$ cat src/rtl/flash_seq_pkg.sv
// Package for the serial flash command sequencer.
// Assumes a 250 MHz system clock and an APB register port.
package flash_seq_pkg;

  ////////////////////////////////////////////////////////////////////////////
  // Timing
  localparam int SYS_CLK_MHZ = 250;
  localparam logic [2:0] PH_RISE = 3'h3; // Serial clock goes high after this
  localparam logic [2:0] PH_LAST = 3'h7; // Last system cycle of a bit cell
  localparam int CS_GAP_NS = 32;         // Least select-high time
  localparam int CS_GAP_CYC = (CS_GAP_NS * SYS_CLK_MHZ + 999) / 1000;
  localparam logic [3:0] CS_GAP_CNT = 4'(CS_GAP_CYC);

  ////////////////////////////////////////////////////////////////////////////
  // Flash command codes
  localparam logic [7:0] CMD_RST_EN = 8'h66;
  localparam logic [7:0] CMD_RST_DEV = 8'h99;
  localparam logic [7:0] CMD_WAKE_ID = 8'hAB;
  localparam logic [7:0] CMD_WR_EN = 8'h06;
  localparam logic [7:0] CMD_RD_SR1 = 8'h05;
  localparam logic [7:0] CMD_WR_SR2 = 8'h31;
  localparam logic [7:0] CMD_FR = 8'h0B;
  localparam logic [7:0] CMD_FR_4B = 8'h0C;
  localparam logic [7:0] CMD_FRD = 8'h3B;
  localparam logic [7:0] CMD_FRD_4B = 8'h3C;
  localparam logic [7:0] CMD_FRQ = 8'h6B;
  localparam logic [7:0] CMD_PW = 8'h02;
  localparam logic [7:0] CMD_PW_4B = 8'h12;
  localparam logic [7:0] CMD_QPW = 8'h32;
  localparam logic [7:0] CMD_SE = 8'h20;
  localparam logic [7:0] CMD_SE_4B = 8'h21;
  localparam logic [7:0] CMD_BE = 8'hD8;
  localparam logic [7:0] CMD_BE_4B = 8'hDC;
  localparam logic [7:0] QE_SR2_VAL = 8'h02; // Quad-enable bit set
  localparam int WIP_BIT = 0;                // Flash busy status bit

  ////////////////////////////////////////////////////////////////////////////
  // Header lengths in serial clocks
  localparam logic [5:0] HB_CMD = 6'h08;
  localparam logic [5:0] HB_3 = 6'h20;
  localparam logic [5:0] HB_4 = 6'h28;
  localparam logic [5:0] HB_DMY = 6'h08;
  localparam logic [5:0] HB_ID = 6'h20;

  ////////////////////////////////////////////////////////////////////////////
  // Widths and register map
  localparam int ADDR_W = 32;
  localparam int BUF_DEPTH = 256;
  localparam logic [11:0] REG_CTRL = 12'h000;
  localparam logic [11:0] REG_STAT = 12'h004;
  localparam int CTRL_4B_BIT = 0;
  localparam logic CTRL_4B_RST = 1'b0;
  localparam int STAT_BUSY_BIT = 0;
  localparam int STAT_QUAD_BIT = 1;
  localparam int STAT_BYTE_LSB = 8;

  ////////////////////////////////////////////////////////////////////////////
  // Types
  typedef enum logic [2:0] {
    ST_IDLE = 3'b000, ST_RSTEN = 3'b001, ST_RSTDEV = 3'b010,
    ST_RDONE = 3'b011, ST_WEN = 3'b100, ST_OP = 3'b101,
    ST_POLL = 3'b110
  } st_t;

  typedef enum logic [3:0] {
    OP_READ = 4'h0, OP_DUAL = 4'h1, OP_QREAD = 4'h2, OP_PW = 4'h3,
    OP_QPW = 4'h4, OP_SE = 4'h5, OP_BE = 4'h6, OP_ID = 4'h7,
    OP_QE = 4'h8
  } op_t;

  typedef enum logic [2:0] {
    DM_NONE = 3'b000, DM_TXBUF = 3'b001, DM_TXIMM = 3'b010,
    DM_RXSTR = 3'b011, DM_RXID = 3'b100, DM_RXSTAT = 3'b101
  } dm_t;

  // One framed flash transaction
  typedef struct packed {
    logic [47:0] hdr;   // Command, address, dummy, left aligned
    logic [5:0] hbits;  // Header length
    dm_t dm;            // Data phase kind
    logic [2:0] lw;     // Data lanes: 1, 2 or 4
  } frame_t;

endpackage

$ cat src/rtl/flash_seq_ctrl.sv
// Serial flash command sequencer: user requests in, framed flash
// transactions out. Assumes the flash samples on the rising serial clock
// edge and that all user inputs are on SYS_CLK.
//
// The implementer's own choices: the APB interface to the registers and the address map.
`timescale 1ns/1ps

module flash_seq_ctrl
  import flash_seq_pkg::*;
(
  // Clock and reset
  input wire logic SYS_CLK,
  input wire logic SRST,
  // Register bus
  input wire logic PSEL,
  input wire logic PENABLE,
  input wire logic PWRITE,
  input wire logic [11:0] PADDR,
  input wire logic [31:0] PWDATA,
  output logic [31:0] PRDATA,
  output logic PREADY,
  output logic PSLVERR,
  // Operation requests
  input wire logic FAST_READ,
  input wire logic FAST_READ_DUAL,
  input wire logic QUAD_FAST_READ,
  input wire logic PAGE_WRITE,
  input wire logic QUAD_PAGE_WRITE,
  input wire logic SECTOR_ERASE,
  input wire logic LARGE_BLOCK_WIPE_REQUEST,
  input wire logic WAKE_OR_IDENT_REQUEST,
  input wire logic QUAD_ENABLE,
  input wire logic [ADDR_W-1:0] ADDRESS,
  input wire logic READ_ENABLE,
  input wire logic WRITE_ENABLE,
  // Write data and read data
  input wire logic SHIFT_BYTES,
  input wire logic [7:0] DATA_IN,
  output logic BUSY,
  output logic [7:0] DATA_OUT,
  output logic DATA_VALID,
  // Flash pins
  input wire logic MISO,
  input wire logic MISO_1,
  input wire logic MISO_2,
  input wire logic MISO_3,
  output logic SCLK,
  output logic NSS_N,
  output logic MOSI,
  output logic MOSI_1,
  output logic MOSI_2,
  output logic MOSI_3,
  output logic MOSI_OE
);

  ////////////////////////////////////////////////////////////////////////////
  // Helpers

  // Lane drive for the top bits of a byte; spare lanes idle high
  function automatic logic [3:0] lanes(logic [7:0] b, logic [2:0] lw);
    unique case (lw)
      3'h4: lanes = b[7:4];
      3'h2: lanes = {2'b11, b[7:6]};
      default: lanes = {3'b111, b[7]};
    endcase
  endfunction

  // Serial clocks per byte, minus one
  function automatic logic [2:0] bits_m1(logic [2:0] lw);
    unique case (lw)
      3'h4: bits_m1 = 3'h1;
      3'h2: bits_m1 = 3'h3;
      default: bits_m1 = 3'h7;
    endcase
  endfunction

  // Shift received lanes into a byte
  function automatic logic [7:0] shift_in(logic [7:0] r, logic [3:0] s,
                                          logic [2:0] lw);
    unique case (lw)
      3'h4: shift_in = {r[3:0], s};
      3'h2: shift_in = {r[5:0], s[1:0]};
      default: shift_in = {r[6:0], s[0]};
    endcase
  endfunction

  // Command-only frame
  function automatic frame_t mk_plain(logic [7:0] c, dm_t dm);
    frame_t f;
    f.hdr = {c, 40'h00_0000_0000};
    f.hbits = HB_CMD;
    f.dm = dm;
    f.lw = 3'h1;
    return f;
  endfunction

  // Main frame of an operation
  function automatic frame_t mk_op(op_t op, logic [ADDR_W-1:0] a,
                                   logic four);
    frame_t f;
    logic [7:0] c;
    logic dmy;
    logic f4;
    c = CMD_FR;
    dmy = 1'b0;
    f4 = four;
    f.dm = DM_NONE;
    f.lw = 3'h1;
    unique case (op)
      OP_READ: begin
        c = four ? CMD_FR_4B : CMD_FR;
        dmy = 1'b1;
        f.dm = DM_RXSTR;
      end
      OP_DUAL: begin
        c = four ? CMD_FRD_4B : CMD_FRD;
        dmy = 1'b1;
        f.dm = DM_RXSTR;
        f.lw = 3'h2;
      end
      OP_QREAD: begin
        c = CMD_FRQ;
        dmy = 1'b1;
        f.dm = DM_RXSTR;
        f.lw = 3'h4;
      end
      OP_PW: begin
        c = four ? CMD_PW_4B : CMD_PW;
        f.dm = DM_TXBUF;
      end
      OP_QPW: begin
        c = CMD_QPW;
        f4 = 1'b0;
        f.dm = DM_TXBUF;
        f.lw = 3'h4;
      end
      OP_SE: c = four ? CMD_SE_4B : CMD_SE;
      OP_BE: c = four ? CMD_BE_4B : CMD_BE;
      default: c = CMD_WAKE_ID;
    endcase
    f.hdr = f4 ? {c, a, 8'h00} : {c, a[23:0], 16'h0000};
    f.hbits = (f4 ? HB_4 : HB_3) + (dmy ? HB_DMY : 6'h00);
    if (op == OP_ID) begin
      f.hdr = {CMD_WAKE_ID, 40'h00_0000_0000};
      f.hbits = HB_ID;
      f.dm = DM_RXID;
    end
    if (op == OP_QE) begin
      f = mk_plain(CMD_WR_SR2, DM_TXIMM);
    end
    return f;
  endfunction

  ////////////////////////////////////////////////////////////////////////////
  // Declarations
  st_t st_q;
  op_t op_q, req_op;
  frame_t frm_q;
  logic [ADDR_W-1:0] addr_q;
  logic go_q, busy_q, quad_on_q, four_q, keep, rst_phase;
  logic req_ok, req_wen;
  logic [3:0] rx_m_q, rx_s_q;
  logic [7:0] page_mem [BUF_DEPTH];
  logic [8:0] wp_q, bidx_q, tx_total;
  logic clr_wp;
  logic act_q, data_q, done_q, sclk_q, nss_q, oe_q, dval_q;
  logic [2:0] ph_q, bc_q;
  logic [5:0] cnt_q;
  logic [3:0] gap_q, mosi_q;
  logic [47:0] hdr_q;
  logic [7:0] txb_q, rxb_q, rx_nb, dout_q, stat_q, src;
  logic is_tx, hdr_done, load_tx, fin;
  logic [31:0] prdata_q, rd_val;
  logic pready_q, pslverr_q, acc, hit;

  ////////////////////////////////////////////////////////////////////////////
  // Input synchronisers for the flash data lanes
  always_ff @(posedge SYS_CLK) begin
    if (SRST) begin
      rx_m_q <= 4'h0;
      rx_s_q <= 4'h0;
    end else begin
      rx_m_q <= {MISO_3, MISO_2, MISO_1, MISO};
      rx_s_q <= rx_m_q;
    end
  end

  ////////////////////////////////////////////////////////////////////////////
  // Page buffer
  always_ff @(posedge SYS_CLK) begin
    if (SHIFT_BYTES && !wp_q[8]) begin
      page_mem[wp_q[7:0]] <= DATA_IN;
    end
  end

  // Fill pointer, emptied once a buffer program frame is done
  assign clr_wp = (st_q == ST_OP) && done_q &&
                  (op_q == OP_PW || op_q == OP_QPW);

  always_ff @(posedge SYS_CLK) begin
    if (SRST || clr_wp) begin
      wp_q <= 9'h000;
    end else if (SHIFT_BYTES && !wp_q[8]) begin
      wp_q <= wp_q + 9'h001;
    end
  end

  ////////////////////////////////////////////////////////////////////////////
  // Request decode, fixed priority
  always_comb begin
    req_ok = 1'b1;
    req_wen = 1'b0;
    req_op = OP_READ;
    if (QUAD_ENABLE) begin
      req_op = OP_QE;
      req_wen = 1'b1;
    end else if (WAKE_OR_IDENT_REQUEST) begin
      req_op = OP_ID;
    end else if (FAST_READ && READ_ENABLE) begin
      req_op = OP_READ;
    end else if (FAST_READ_DUAL && READ_ENABLE) begin
      req_op = OP_DUAL;
    end else if (QUAD_FAST_READ && READ_ENABLE) begin
      req_op = OP_QREAD;
    end else if (WRITE_ENABLE) begin
      req_wen = 1'b1;
      if (PAGE_WRITE) begin
        req_op = OP_PW;
      end else if (QUAD_PAGE_WRITE) begin
        req_op = OP_QPW;
      end else if (SECTOR_ERASE) begin
        req_op = OP_SE;
      end else if (LARGE_BLOCK_WIPE_REQUEST) begin
        req_op = OP_BE;
      end else begin
        req_ok = 1'b0;
      end
    end else begin
      req_ok = 1'b0;
    end
  end

  // Reset restarts the sequence unless it is already in it
  assign rst_phase = st_q inside {ST_RSTEN, ST_RSTDEV, ST_RDONE};
  assign keep = !SRST || rst_phase;

  ////////////////////////////////////////////////////////////////////////////
  // Operation sequencer
  always_ff @(posedge SYS_CLK) begin
    if (keep) begin
      go_q <= 1'b0;
      unique case (st_q)
        ST_IDLE: begin
          if (req_ok) begin
            op_q <= req_op;
            addr_q <= ADDRESS;
            busy_q <= 1'b1;
            go_q <= 1'b1;
            if (req_wen) begin
              st_q <= ST_WEN;
              frm_q <= mk_plain(CMD_WR_EN, DM_NONE);
            end else begin
              st_q <= ST_OP;
              frm_q <= mk_op(req_op, ADDRESS, four_q);
            end
          end
        end
        ST_RSTEN: begin
          if (done_q) begin
            st_q <= ST_RSTDEV;
            frm_q <= mk_plain(CMD_RST_DEV, DM_NONE);
            go_q <= 1'b1;
          end
        end
        ST_RSTDEV: begin
          if (done_q) begin
            st_q <= ST_RDONE;
          end
        end
        ST_RDONE: begin
          if (!SRST) begin
            st_q <= ST_IDLE;
            busy_q <= 1'b0;
          end
        end
        ST_WEN: begin
          if (done_q) begin
            st_q <= ST_OP;
            frm_q <= mk_op(op_q, addr_q, four_q);
            go_q <= 1'b1;
          end
        end
        ST_OP: begin
          if (done_q) begin
            if (op_q inside {OP_PW, OP_QPW, OP_SE, OP_BE, OP_QE}) begin
              st_q <= ST_POLL;
              frm_q <= mk_plain(CMD_RD_SR1, DM_RXSTAT);
              go_q <= 1'b1;
            end else begin
              st_q <= ST_IDLE;
              busy_q <= 1'b0;
            end
          end
        end
        ST_POLL: begin
          if (done_q) begin
            if (stat_q[WIP_BIT]) begin
              go_q <= 1'b1;
            end else begin
              st_q <= ST_IDLE;
              busy_q <= 1'b0;
              if (op_q == OP_QE) begin
                quad_on_q <= 1'b1;
              end
            end
          end
        end
        default: begin
          st_q <= ST_IDLE;
          busy_q <= 1'b0;
        end
      endcase
    end else begin
      st_q <= ST_RSTEN;
      frm_q <= mk_plain(CMD_RST_EN, DM_NONE);
      go_q <= 1'b1;
      busy_q <= 1'b1;
      op_q <= OP_READ;
      addr_q <= '0;
      quad_on_q <= 1'b0;
    end
  end

  ////////////////////////////////////////////////////////////////////////////
  // Frame engine step decisions
  always_comb begin
    is_tx = frm_q.dm inside {DM_TXBUF, DM_TXIMM};
    tx_total = (frm_q.dm == DM_TXIMM) ? 9'h001 : wp_q;
    src = (frm_q.dm == DM_TXIMM) ? QE_SR2_VAL : page_mem[bidx_q[7:0]];
    hdr_done = !data_q && (cnt_q == 6'h00);
    rx_nb = shift_in(rxb_q, rx_s_q, frm_q.lw);
    load_tx = is_tx && (bidx_q != tx_total) &&
              (hdr_done || (data_q && bc_q == 3'h0));
    fin = (hdr_done && (frm_q.dm == DM_NONE ||
                        (is_tx && bidx_q == tx_total))) ||
          (data_q && is_tx && bc_q == 3'h0 && bidx_q == tx_total) ||
          (data_q && !is_tx && bc_q == 3'h0 &&
           (frm_q.dm != DM_RXSTR || !READ_ENABLE));
  end

  ////////////////////////////////////////////////////////////////////////////
  // Frame engine: serial clock of eight system cycles, select framing
  always_ff @(posedge SYS_CLK) begin
    if (keep) begin
      done_q <= 1'b0;
      dval_q <= 1'b0;
      if (!act_q) begin
        if (gap_q != 4'h0) begin
          gap_q <= gap_q - 4'h1;
          if (gap_q == 4'h1) begin
            done_q <= 1'b1;
          end
        end else if (go_q) begin
          act_q <= 1'b1;
          nss_q <= 1'b0;
          oe_q <= 1'b1;
          ph_q <= 3'h0;
          data_q <= 1'b0;
          bidx_q <= 9'h000;
          mosi_q <= lanes(frm_q.hdr[47:40], 3'h1);
          hdr_q <= frm_q.hdr << 1;
          cnt_q <= frm_q.hbits - 6'h01;
        end
      end else begin
        ph_q <= ph_q + 3'h1;
        if (ph_q == PH_RISE) begin
          sclk_q <= 1'b1;
        end
        if (ph_q == PH_LAST) begin
          sclk_q <= 1'b0;
          if (data_q && !is_tx) begin
            rxb_q <= rx_nb;
            if (bc_q == 3'h0) begin
              if (frm_q.dm == DM_RXSTAT) begin
                stat_q <= rx_nb;
              end else begin
                dout_q <= rx_nb;
                dval_q <= 1'b1;
              end
            end
          end
          if (fin) begin
            act_q <= 1'b0;
            nss_q <= 1'b1;
            oe_q <= 1'b0;
            mosi_q <= 4'hF;
            data_q <= 1'b0;
            gap_q <= CS_GAP_CNT;
          end else if (!data_q && cnt_q != 6'h00) begin
            mosi_q <= lanes(hdr_q[47:40], 3'h1);
            hdr_q <= hdr_q << 1;
            cnt_q <= cnt_q - 6'h01;
          end else if (load_tx) begin
            data_q <= 1'b1;
            mosi_q <= lanes(src, frm_q.lw);
            txb_q <= src << frm_q.lw;
            bidx_q <= bidx_q + 9'h001;
            bc_q <= bits_m1(frm_q.lw);
          end else if (hdr_done) begin
            data_q <= 1'b1;
            oe_q <= 1'b0;
            bc_q <= bits_m1(frm_q.lw);
          end else if (is_tx) begin
            mosi_q <= lanes(txb_q, frm_q.lw);
            txb_q <= txb_q << frm_q.lw;
            bc_q <= bc_q - 3'h1;
          end else begin
            bc_q <= (bc_q == 3'h0) ? bits_m1(frm_q.lw) : bc_q - 3'h1;
          end
        end
      end
    end else begin
      act_q <= 1'b0;
      data_q <= 1'b0;
      done_q <= 1'b0;
      sclk_q <= 1'b0;
      nss_q <= 1'b1;
      oe_q <= 1'b0;
      mosi_q <= 4'hF;
      dval_q <= 1'b0;
      gap_q <= 4'h0;
      ph_q <= 3'h0;
      bc_q <= 3'h0;
      cnt_q <= 6'h00;
      bidx_q <= 9'h000;
      hdr_q <= '0;
      txb_q <= 8'h00;
      rxb_q <= 8'h00;
      dout_q <= 8'h00;
      stat_q <= 8'h00;
    end
  end

  ////////////////////////////////////////////////////////////////////////////
  // APB slave: control and status words, one wait state
  assign acc = PSEL && PENABLE && !pready_q;
  assign hit = (PADDR == REG_CTRL) || (PADDR == REG_STAT);

  // Read value of the addressed word
  always_comb begin
    rd_val = 32'h0000_0000;
    if (PADDR == REG_CTRL) begin
      rd_val[CTRL_4B_BIT] = four_q;
    end else if (PADDR == REG_STAT) begin
      rd_val[STAT_BUSY_BIT] = busy_q;
      rd_val[STAT_QUAD_BIT] = quad_on_q;
      rd_val[STAT_BYTE_LSB +: 8] = dout_q;
    end
  end

  always_ff @(posedge SYS_CLK) begin
    if (SRST) begin
      pready_q <= 1'b0;
      pslverr_q <= 1'b0;
      prdata_q <= 32'h0000_0000;
      four_q <= CTRL_4B_RST;
    end else begin
      pready_q <= acc;
      if (acc) begin
        prdata_q <= PWRITE ? 32'h0000_0000 : rd_val;
        pslverr_q <= !hit;
      end
      if (PSEL && PENABLE && pready_q && PWRITE &&
          PADDR == REG_CTRL) begin
        four_q <= PWDATA[CTRL_4B_BIT];
      end
    end
  end

  ////////////////////////////////////////////////////////////////////////////
  // Outputs
  assign PRDATA = prdata_q;
  assign PREADY = pready_q;
  assign PSLVERR = pslverr_q;
  assign BUSY = busy_q;
  assign DATA_OUT = dout_q;
  assign DATA_VALID = dval_q;
  assign SCLK = sclk_q;
  assign NSS_N = nss_q;
  assign MOSI = mosi_q[0];
  assign MOSI_1 = mosi_q[1];
  assign MOSI_2 = mosi_q[2];
  assign MOSI_3 = mosi_q[3];
  assign MOSI_OE = oe_q;

endmodule

$ cat config.mk
export PLATFORM = sky130hd
export DESIGN_NAME = flash_seq_ctrl
export DESIGN_NICKNAME = d
export VERILOG_FILES = /design/src/rtl/flash_seq_pkg.sv /design/src/rtl/flash_seq_ctrl.sv
export SDC_FILE = /design/constraint.sdc
export NUM_CORES = 2
export LEC_CHECK = 0
export CAP_MARGIN = 20
export CORE_ASPECT_RATIO = 0.7
export CORE_UTILIZATION = 52
export CTS_CLUSTER_DIAMETER = 30
export DETAILED_ROUTE_END_ITERATION = 6
export DONT_BUFFER_PORTS = 1
export HOLD_SLACK_MARGIN = 0.15
export PLACE_DENSITY_LB_ADDON = 0.05
export RECOVER_POWER = 25
export REMOVE_ABC_BUFFERS = 1
export SYNTH_ARGS = -nofsm -noshare
export SYNTH_HDL_FRONTEND = slang
export SYNTH_SLANG_ARGS = --single-unit
$ cat constraint.sdc
create_clock -name SYS_CLK -period 4.8 [get_ports SYS_CLK]
set_clock_uncertainty 0.05 [all_clocks]
set_input_delay 0.96 -clock SYS_CLK [delete_from_list [all_inputs] [get_ports SYS_CLK]]
set_output_delay 0.96 -clock SYS_CLK [all_outputs]
set_load 0.03 [all_outputs]
-- Word-level counts from Yosys, hierarchy flattened
Memory sizes are Yosys's and may differ from the RTL's. A register that Yosys moved wholly into a read port is not among the register bits.
Cells that the tools add are included.
- bits in registers: 262
- output and inout bits: 51
- memories: 1
- word-level logic and storage cells: 381
- bits in writable memories: 2048
- input bits: 105
- memories (memory ; words ; bits a word ; read ports ; clocked after memory_dff ; write ports ; RTL line ; text):
    page_mem ; 256 ; 8 ; 1 ; 1 ; 1 ; flash_seq_ctrl.sv:163 ; logic [7:0] page_mem [BUF_DEPTH];
- equal/unequal tests: 58
- multiplexer cells: 183
- reductions and logical operators: 86
- shifts and indexed selects: 2
- add/subtract/negate cells: 9
- bitwise operators: 7
- operator list (kind ; number):
    60-bit two-way mux ; 8
    48-bit two-way mux ; 6
    60-bit case mux with 4 select lines ; 1
    57-bit two-way mux ; 2
    8-bit case mux with 7 select lines ; 2
    3-bit two-way mux ; 28
    1-bit two-way mux ; 80
    40-bit two-way mux ; 2
    4-bit two-way mux ; 18
    9-bit two-way mux ; 8
    8-bit two-way mux ; 8
    6-bit two-way mux ; 6
    4-bit by 3-bit equality test with 1-bit output (second input constant) ; 8
    5-bit AND reduction ; 6
    1-bit logical AND ; 24
    2-bit inequality test (second input constant) ; 12
    6-bit AND reduction ; 4
    3-bit case mux with 7 select lines ; 1
    9-bit by 1-bit adder with 9-bit output (second input constant) ; 2
    3-bit equality test (second input constant) ; 6
    3-bit case mux with 2 select lines ; 3
    4-bit by 2-bit equality test with 1-bit output (second input constant) ; 4
    16-bit two-way mux ; 1
    4-bit case mux with 2 select lines ; 2
    45 further kinds ; 103

-- Logic depth before layout (Yosys ltp)
- depth in word-level cells: 24
- depth in mapped cells: 15
- mapped depth without buffers: 11

-- Worst setup path before layout
OpenSTA, ideal clock, no wires.
- kind: input-to-reg
- start point: in QUAD_FAST_READ
- end point: reg frm_q[46] (netlist bit)
- setup slack: 1.304 ns
- cell stages on the path: 11
- data arrival time: 3.318 ns
- buffers on the path: 2
- required time: 4.622 ns
- setup time: 0.128 ns
- cell sequence: o31ai_1 -> nand2_1 -> nor3_1 -> nor2_1 -> or4_1 -> nand2_1 -> clkbuf_1 -> buf_1 -> o221ai_1 -> o21ai_0 -> nor2_1
- cells in the longest elaborated chain, start to end: 18
- elaborated cells between the ends (all ways): 32
- those cells by class: eq/ne (4); mux (26); reduce/logical (2)
- ends and longest elaborated chain (what ; RTL line ; text):
    start: declaration ; flash_seq_ctrl.sv:26 ; input wire logic QUAD_FAST_READ,
    1-bit logical AND (*) ; flash_seq_ctrl.sv:223 ; end else if (QUAD_FAST_READ && READ_ENABLE) begin
    3-bit two-way mux ; flash_seq_ctrl.sv:223 ;
    3-bit two-way mux ; flash_seq_ctrl.sv:221 ; end else if (FAST_READ_DUAL && READ_ENABLE) begin
    3-bit two-way mux ; flash_seq_ctrl.sv:219 ; end else if (FAST_READ && READ_ENABLE) begin
    3-bit two-way mux ; flash_seq_ctrl.sv:217 ; end else if (WAKE_OR_IDENT_REQUEST) begin
    4-bit two-way mux ; flash_seq_ctrl.sv:214 ; if (QUAD_ENABLE) begin
    4-bit by 3-bit equality test with 1-bit output ; flash_seq_ctrl.sv:109 ; unique case (op)
    1-bit two-way mux ; flash_seq_ctrl.sv:109 ;
    (+2 left out) ; -- ;
    1-bit two-way mux ; flash_seq_ctrl.sv:252 ; unique case (st_q)
    1-bit two-way mux ; flash_seq_ctrl.sv:250 ; if (keep) begin
    40-bit two-way mux ; flash_seq_ctrl.sv:141 ; f.hdr = f4 ? {c, a, 8'h00} : {c, a[23:0], 16'h0000};
    57-bit two-way mux ; flash_seq_ctrl.sv:143 ; if (op == OP_ID) begin
    60-bit two-way mux ; flash_seq_ctrl.sv:148 ; if (op == OP_QE) begin
    60-bit two-way mux ; flash_seq_ctrl.sv:259 ; if (req_wen) begin
    60-bit two-way mux ; flash_seq_ctrl.sv:254 ; if (req_ok) begin
    60-bit case mux with 4 select lines ; flash_seq_ctrl.sv:252 ;
    end signal: assignment ; flash_seq_ctrl.sv:261 ; frm_q <= mk_plain(CMD_WR_EN, DM_NONE);
    end signal: assignment ; flash_seq_ctrl.sv:264 ; frm_q <= mk_op(req_op, ADDRESS, four_q);
    end signal: assignment ; flash_seq_ctrl.sv:271 ; frm_q <= mk_plain(CMD_RST_DEV, DM_NONE);
    end: declaration ; flash_seq_ctrl.sv:158 ; frame_t frm_q;
Every way passes the cells marked *; elsewhere a longest branch is shown, timed or not. The select of a mux whose other input is x is not followed.
A chain may end at the register's enable or synchronous reset.

==> flow_metrics.env <==
export IMPL_core_rowCount=128
export IMPL_ys_types=91
export IMPL_min_path_cells=2
export IMPL_wl_met3_mm=37.0
export IMPL_seq_area_um2=66100
export IMPL_async_flop_share_pct=0
export IMPL_cts_resized=0
export IMPL_vias=54117
export IMPL_rrSetupSlack_ps=170
export IMPL_ys_flop_type="edfxtp_1"
export IMPL_coreArea_um2=174000
export IMPL_crit_fanout=16
export IMPL_numCtsBuffers=378
export IMPL_reg2reg_to="txb_q[5]$_SDFFE_PP0P_"
export IMPL_hold_start="ADDRESS[4]"
export IMPL_h_tree_depth=5
export IMPL_path_class="reg -> reg"
export IMPL_end_kind="flop"
export IMPL_critPathSlowestCell="a2111oi_0"
export IMPL_final_max_slew_violation_count=334
export IMPL_port_buffers=0
export IMPL_cts_root_buf="clkbuf_16"
export IMPL_relSlewSlack_pct=-102
export IMPL_routed_top_layer="met5"
export IMPL_clockBufferDepth=4
export IMPL_vdd_drop_max_uv=445
export IMPL_crit_arrival_ps=5440
export IMPL_wl_mm=287
export IMPL_io_pin_count=156
export IMPL_worstMarginPinSlew_ps=3030
export IMPL_die_area_um2=177000
export IMPL_drt_iter0_markers=8447
export IMPL_firstDrtPassIters=7
export IMPL_p_leak_nw=35.1
export IMPL_grt_pass1_vias=51566
export IMPL_post_cts_buffers=0
export IMPL_hold_viol=0
export IMPL_syn_inst=5242
export IMPL_slowest_delay_ps=790
export IMPL_finalSetupViolations=0
export IMPL_nets=5767
export IMPL_fillers=12612
export IMPL_met2_length_mm=118
export IMPL_violations="DRC, capacitance limit, slew limit"
export IMPL_rr_worst_depth=13
export IMPL_outcome="finished, violations left"
export IMPL_finalCriticalPeriod_ps=4630
export IMPL_grt_max_degree=246
export IMPL_post_dp_cell_area_um2=95100
export IMPL_grt_overflow=0
export IMPL_wl_per_cell_um=34.6
export IMPL_track_usage_pct=32.4
export IMPL_drive_above_1_share_pct=24.4
export IMPL_cts_tree="built"
export IMPL_path_clk_slew_ps=50
export IMPL_crit_required_ps=5610
export IMPL_met1_length_mm=124
export IMPL_cp_start_kind="flop"
export IMPL_fmaxAchievable_mhz=216
export IMPL_postRouteAntennaNets=0
export IMPL_hold_path_class="in -> reg"
export IMPL_synth_seq_cells=2276
export IMPL_yosysSeqAreaShare_pct=72.3
export IMPL_gp_congestion=0.929
export IMPL_fin_ws_ps=172
export IMPL_yosysWarnings=0
export IMPL_path_cells="buf_12 > buf_4 > buf_4 > mux4_2 > nor3_1 > a2111oi_0 > nand3_1 > o21ai_0 > a31oi_1 > o41ai_1 > buf_4 > o2111ai_1 > o21ai_0"
export IMPL_cts_sinks=2276
export IMPL_min_to="frm_q[24]$_SDFFE_PP0P_"
export IMPL_synth_edf_count=2048
export IMPL_layout_common_cells="2048 x edfxtp_1, 506 x nor2_1, 454 x mux4_2"
export IMPL_grt_antenna_before_repair=7
export IMPL_hpwl_mm=181
export IMPL_path_common_cell="buf_4"
export IMPL_rsz0062_at_grt="false"
export IMPL_multi_input_area_um2=23400
export IMPL_grt_pass1_wl_mm=401
export IMPL_die_y_um=353
export IMPL_remaining_drc_errors=10
export IMPL_synth_area_um2=91400
export IMPL_place_ws_ps=276
export IMPL_vias_per_cell=6.52
export IMPL_die_width_um=503
export IMPL_start_util_pct=52.5
export IMPL_post_route_period_util_pct=96.4
export IMPL_power_mw=53.9
export IMPL_final_cell_area_um2=109000
export IMPL_area_growth_pct=18.9
export IMPL_avgSynthCellArea_um2=17.4
export IMPL_drv_cap=6
export IMPL_mostFrequentLayoutCell="edfxtp_1"
export IMPL_insertion_delay_ps=960
export IMPL_power_per_cell_area_nw_per_um2=496
-- registers in the layout (all words and copies together) (netlist names), 3 cells and up, named ones only --
register	count
hdr_q	39
page_mem	2048
rx_m_q	4
bidx_q	9
addr_q	32
bc_q	3
ph_q	3
rx_s_q	4
rxb_q	7
txb_q	8
DATA_OUT	8
frm_q	49
PRDATA	10
cnt_q	6
op_q	4
gap_q	4
st_q	3
mosi_q	4
wp_q	9
-- how the worst max path moves through the flow --
stage | startpoint | to | slack, ps | depth (start not counted)
after floorplan | flop | txb_q[7]$_SDFFE_PP0P_ | -20760 | 9
after global placement | flop | txb_q[4]$_SDFFE_PP0P_ | 250 | 13
after detailed placement | flop | txb_q[4]$_SDFFE_PP0P_ | 280 | 13
after CTS | flop | txb_q[4]$_SDFFE_PP0P_ | 250 | 13
after global routing | flop | txb_q[5]$_SDFFE_PP0P_ | 4 | 13
final | flop | txb_q[5]$_SDFFE_PP0P_ | 170 | 13
-- where the power goes --
group | total [mW] | internal, mW | switching (mW) | leakage, nW
Clock | 27.4 | 17.6 | 9.77 | 6.23
Combinational | 3.68 | 1.29 | 2.39 | 8.63
Sequential | 22.8 | 22.2 | 0.584 | 20.3
Total | 53.9 | 41.2 | 12.7 | 35.1
-- synth_stat cells, types with 29 or more instances --
| cell | number | area share, % |
|---|---|---|
| edfxtp_1 | 2048 | 67 |
| nor2_1 | 506 | 2.1 |
| mux4_2 | 454 | 11 |
| nand2_1 | 283 | 1.2 |
| mux2i_1 | 250 | 2.7 |
| dfxtp_1 | 228 | 5.0 |
| clkbuf_1 | 172 | 0.71 |
| a21oi_1 | 145 | 0.79 |
| a22oi_1 | 97 | 0.80 |
| o21ai_0 | 95 | 0.52 |
| buf_2 | 74 | 0.41 |
| a211oi_1 | 69 | 0.57 |
| nand3_1 | 69 | 0.38 |
| nor3_1 | 67 | 0.37 |
| buf_4 | 52 | 0.43 |
| o22ai_1 | 52 | 0.36 |
| nor2b_1 | 45 | 0.31 |
| o221ai_1 | 38 | 0.36 |
| buf_6 | 31 | 0.38 |
| nand4_1 | 29 | 0.20 |
-- routing by layer --
metal  up-vias  GRT usage, %
li1      21998             -
met1     28381          50.7
met4         4          8.54
met2      3228          42.9
met3       506          11.1
met5         -          1.62
-- repair_timing --
action / CTS / global route
setup endpoints to repair: 0 / 0
hold endpoints to repair: 397 / 15
hold buffers: 54 / 3
-- through the flow --
step / cells / util (%) / TNS [ps] / hold slack, ps
6_report: 8296 / 62.4 / 0 / 197
5_1_grt: 8291 / 62.3 / 0 / 162
4_1_cts: 8277 / 62.3 / 0 / 151
3_5_place_dp: 7539 / 54.6 / 0 / 378
3_3_place_gp: 7534 / 54.6 / 0 / 370
2_1_floorplan: 4904 / - / -482650 / 364
-- worst max-delay path, delay by kind of cell (launching register included) --
kind	cells	cell delay, ps
AOI/OAI and AO/OA	6	2030
buffers and inverters	4	1030
DFF	1	640
muxes	1	280
and+or+nand+nor	2	480
-- final cells by class --
cell class | count | share of cell area (%)
flip-flops and latches | 2276 | 60.8
multi-input cells | 2596 | 21.5
clock buffers | 432 | 9.18
repair buffers | 362 | 2.97
well taps | 2340 | 2.69
clock inverters | 252 | 2.66
inverters | 32 | 0.112
diodes | 6 | 0.0138
-- logic make-up after synthesis --
kind of cell | after synthesis | share of synthesized area, %
AOI/OAI and AO/OA | 683 | 5.13
xor gates and xnor gates | 24 | 0.230
adders and majority gates | 16 | 0.219
buffers and inverters | 391 | 2.27
DFF | 2276 | 72.3
muxes | 741 | 14.6
other | 1 | 0.00410
and+or+nand+nor | 1110 | 5.31
No activity file was read; power rests on OpenSTA's default activity.
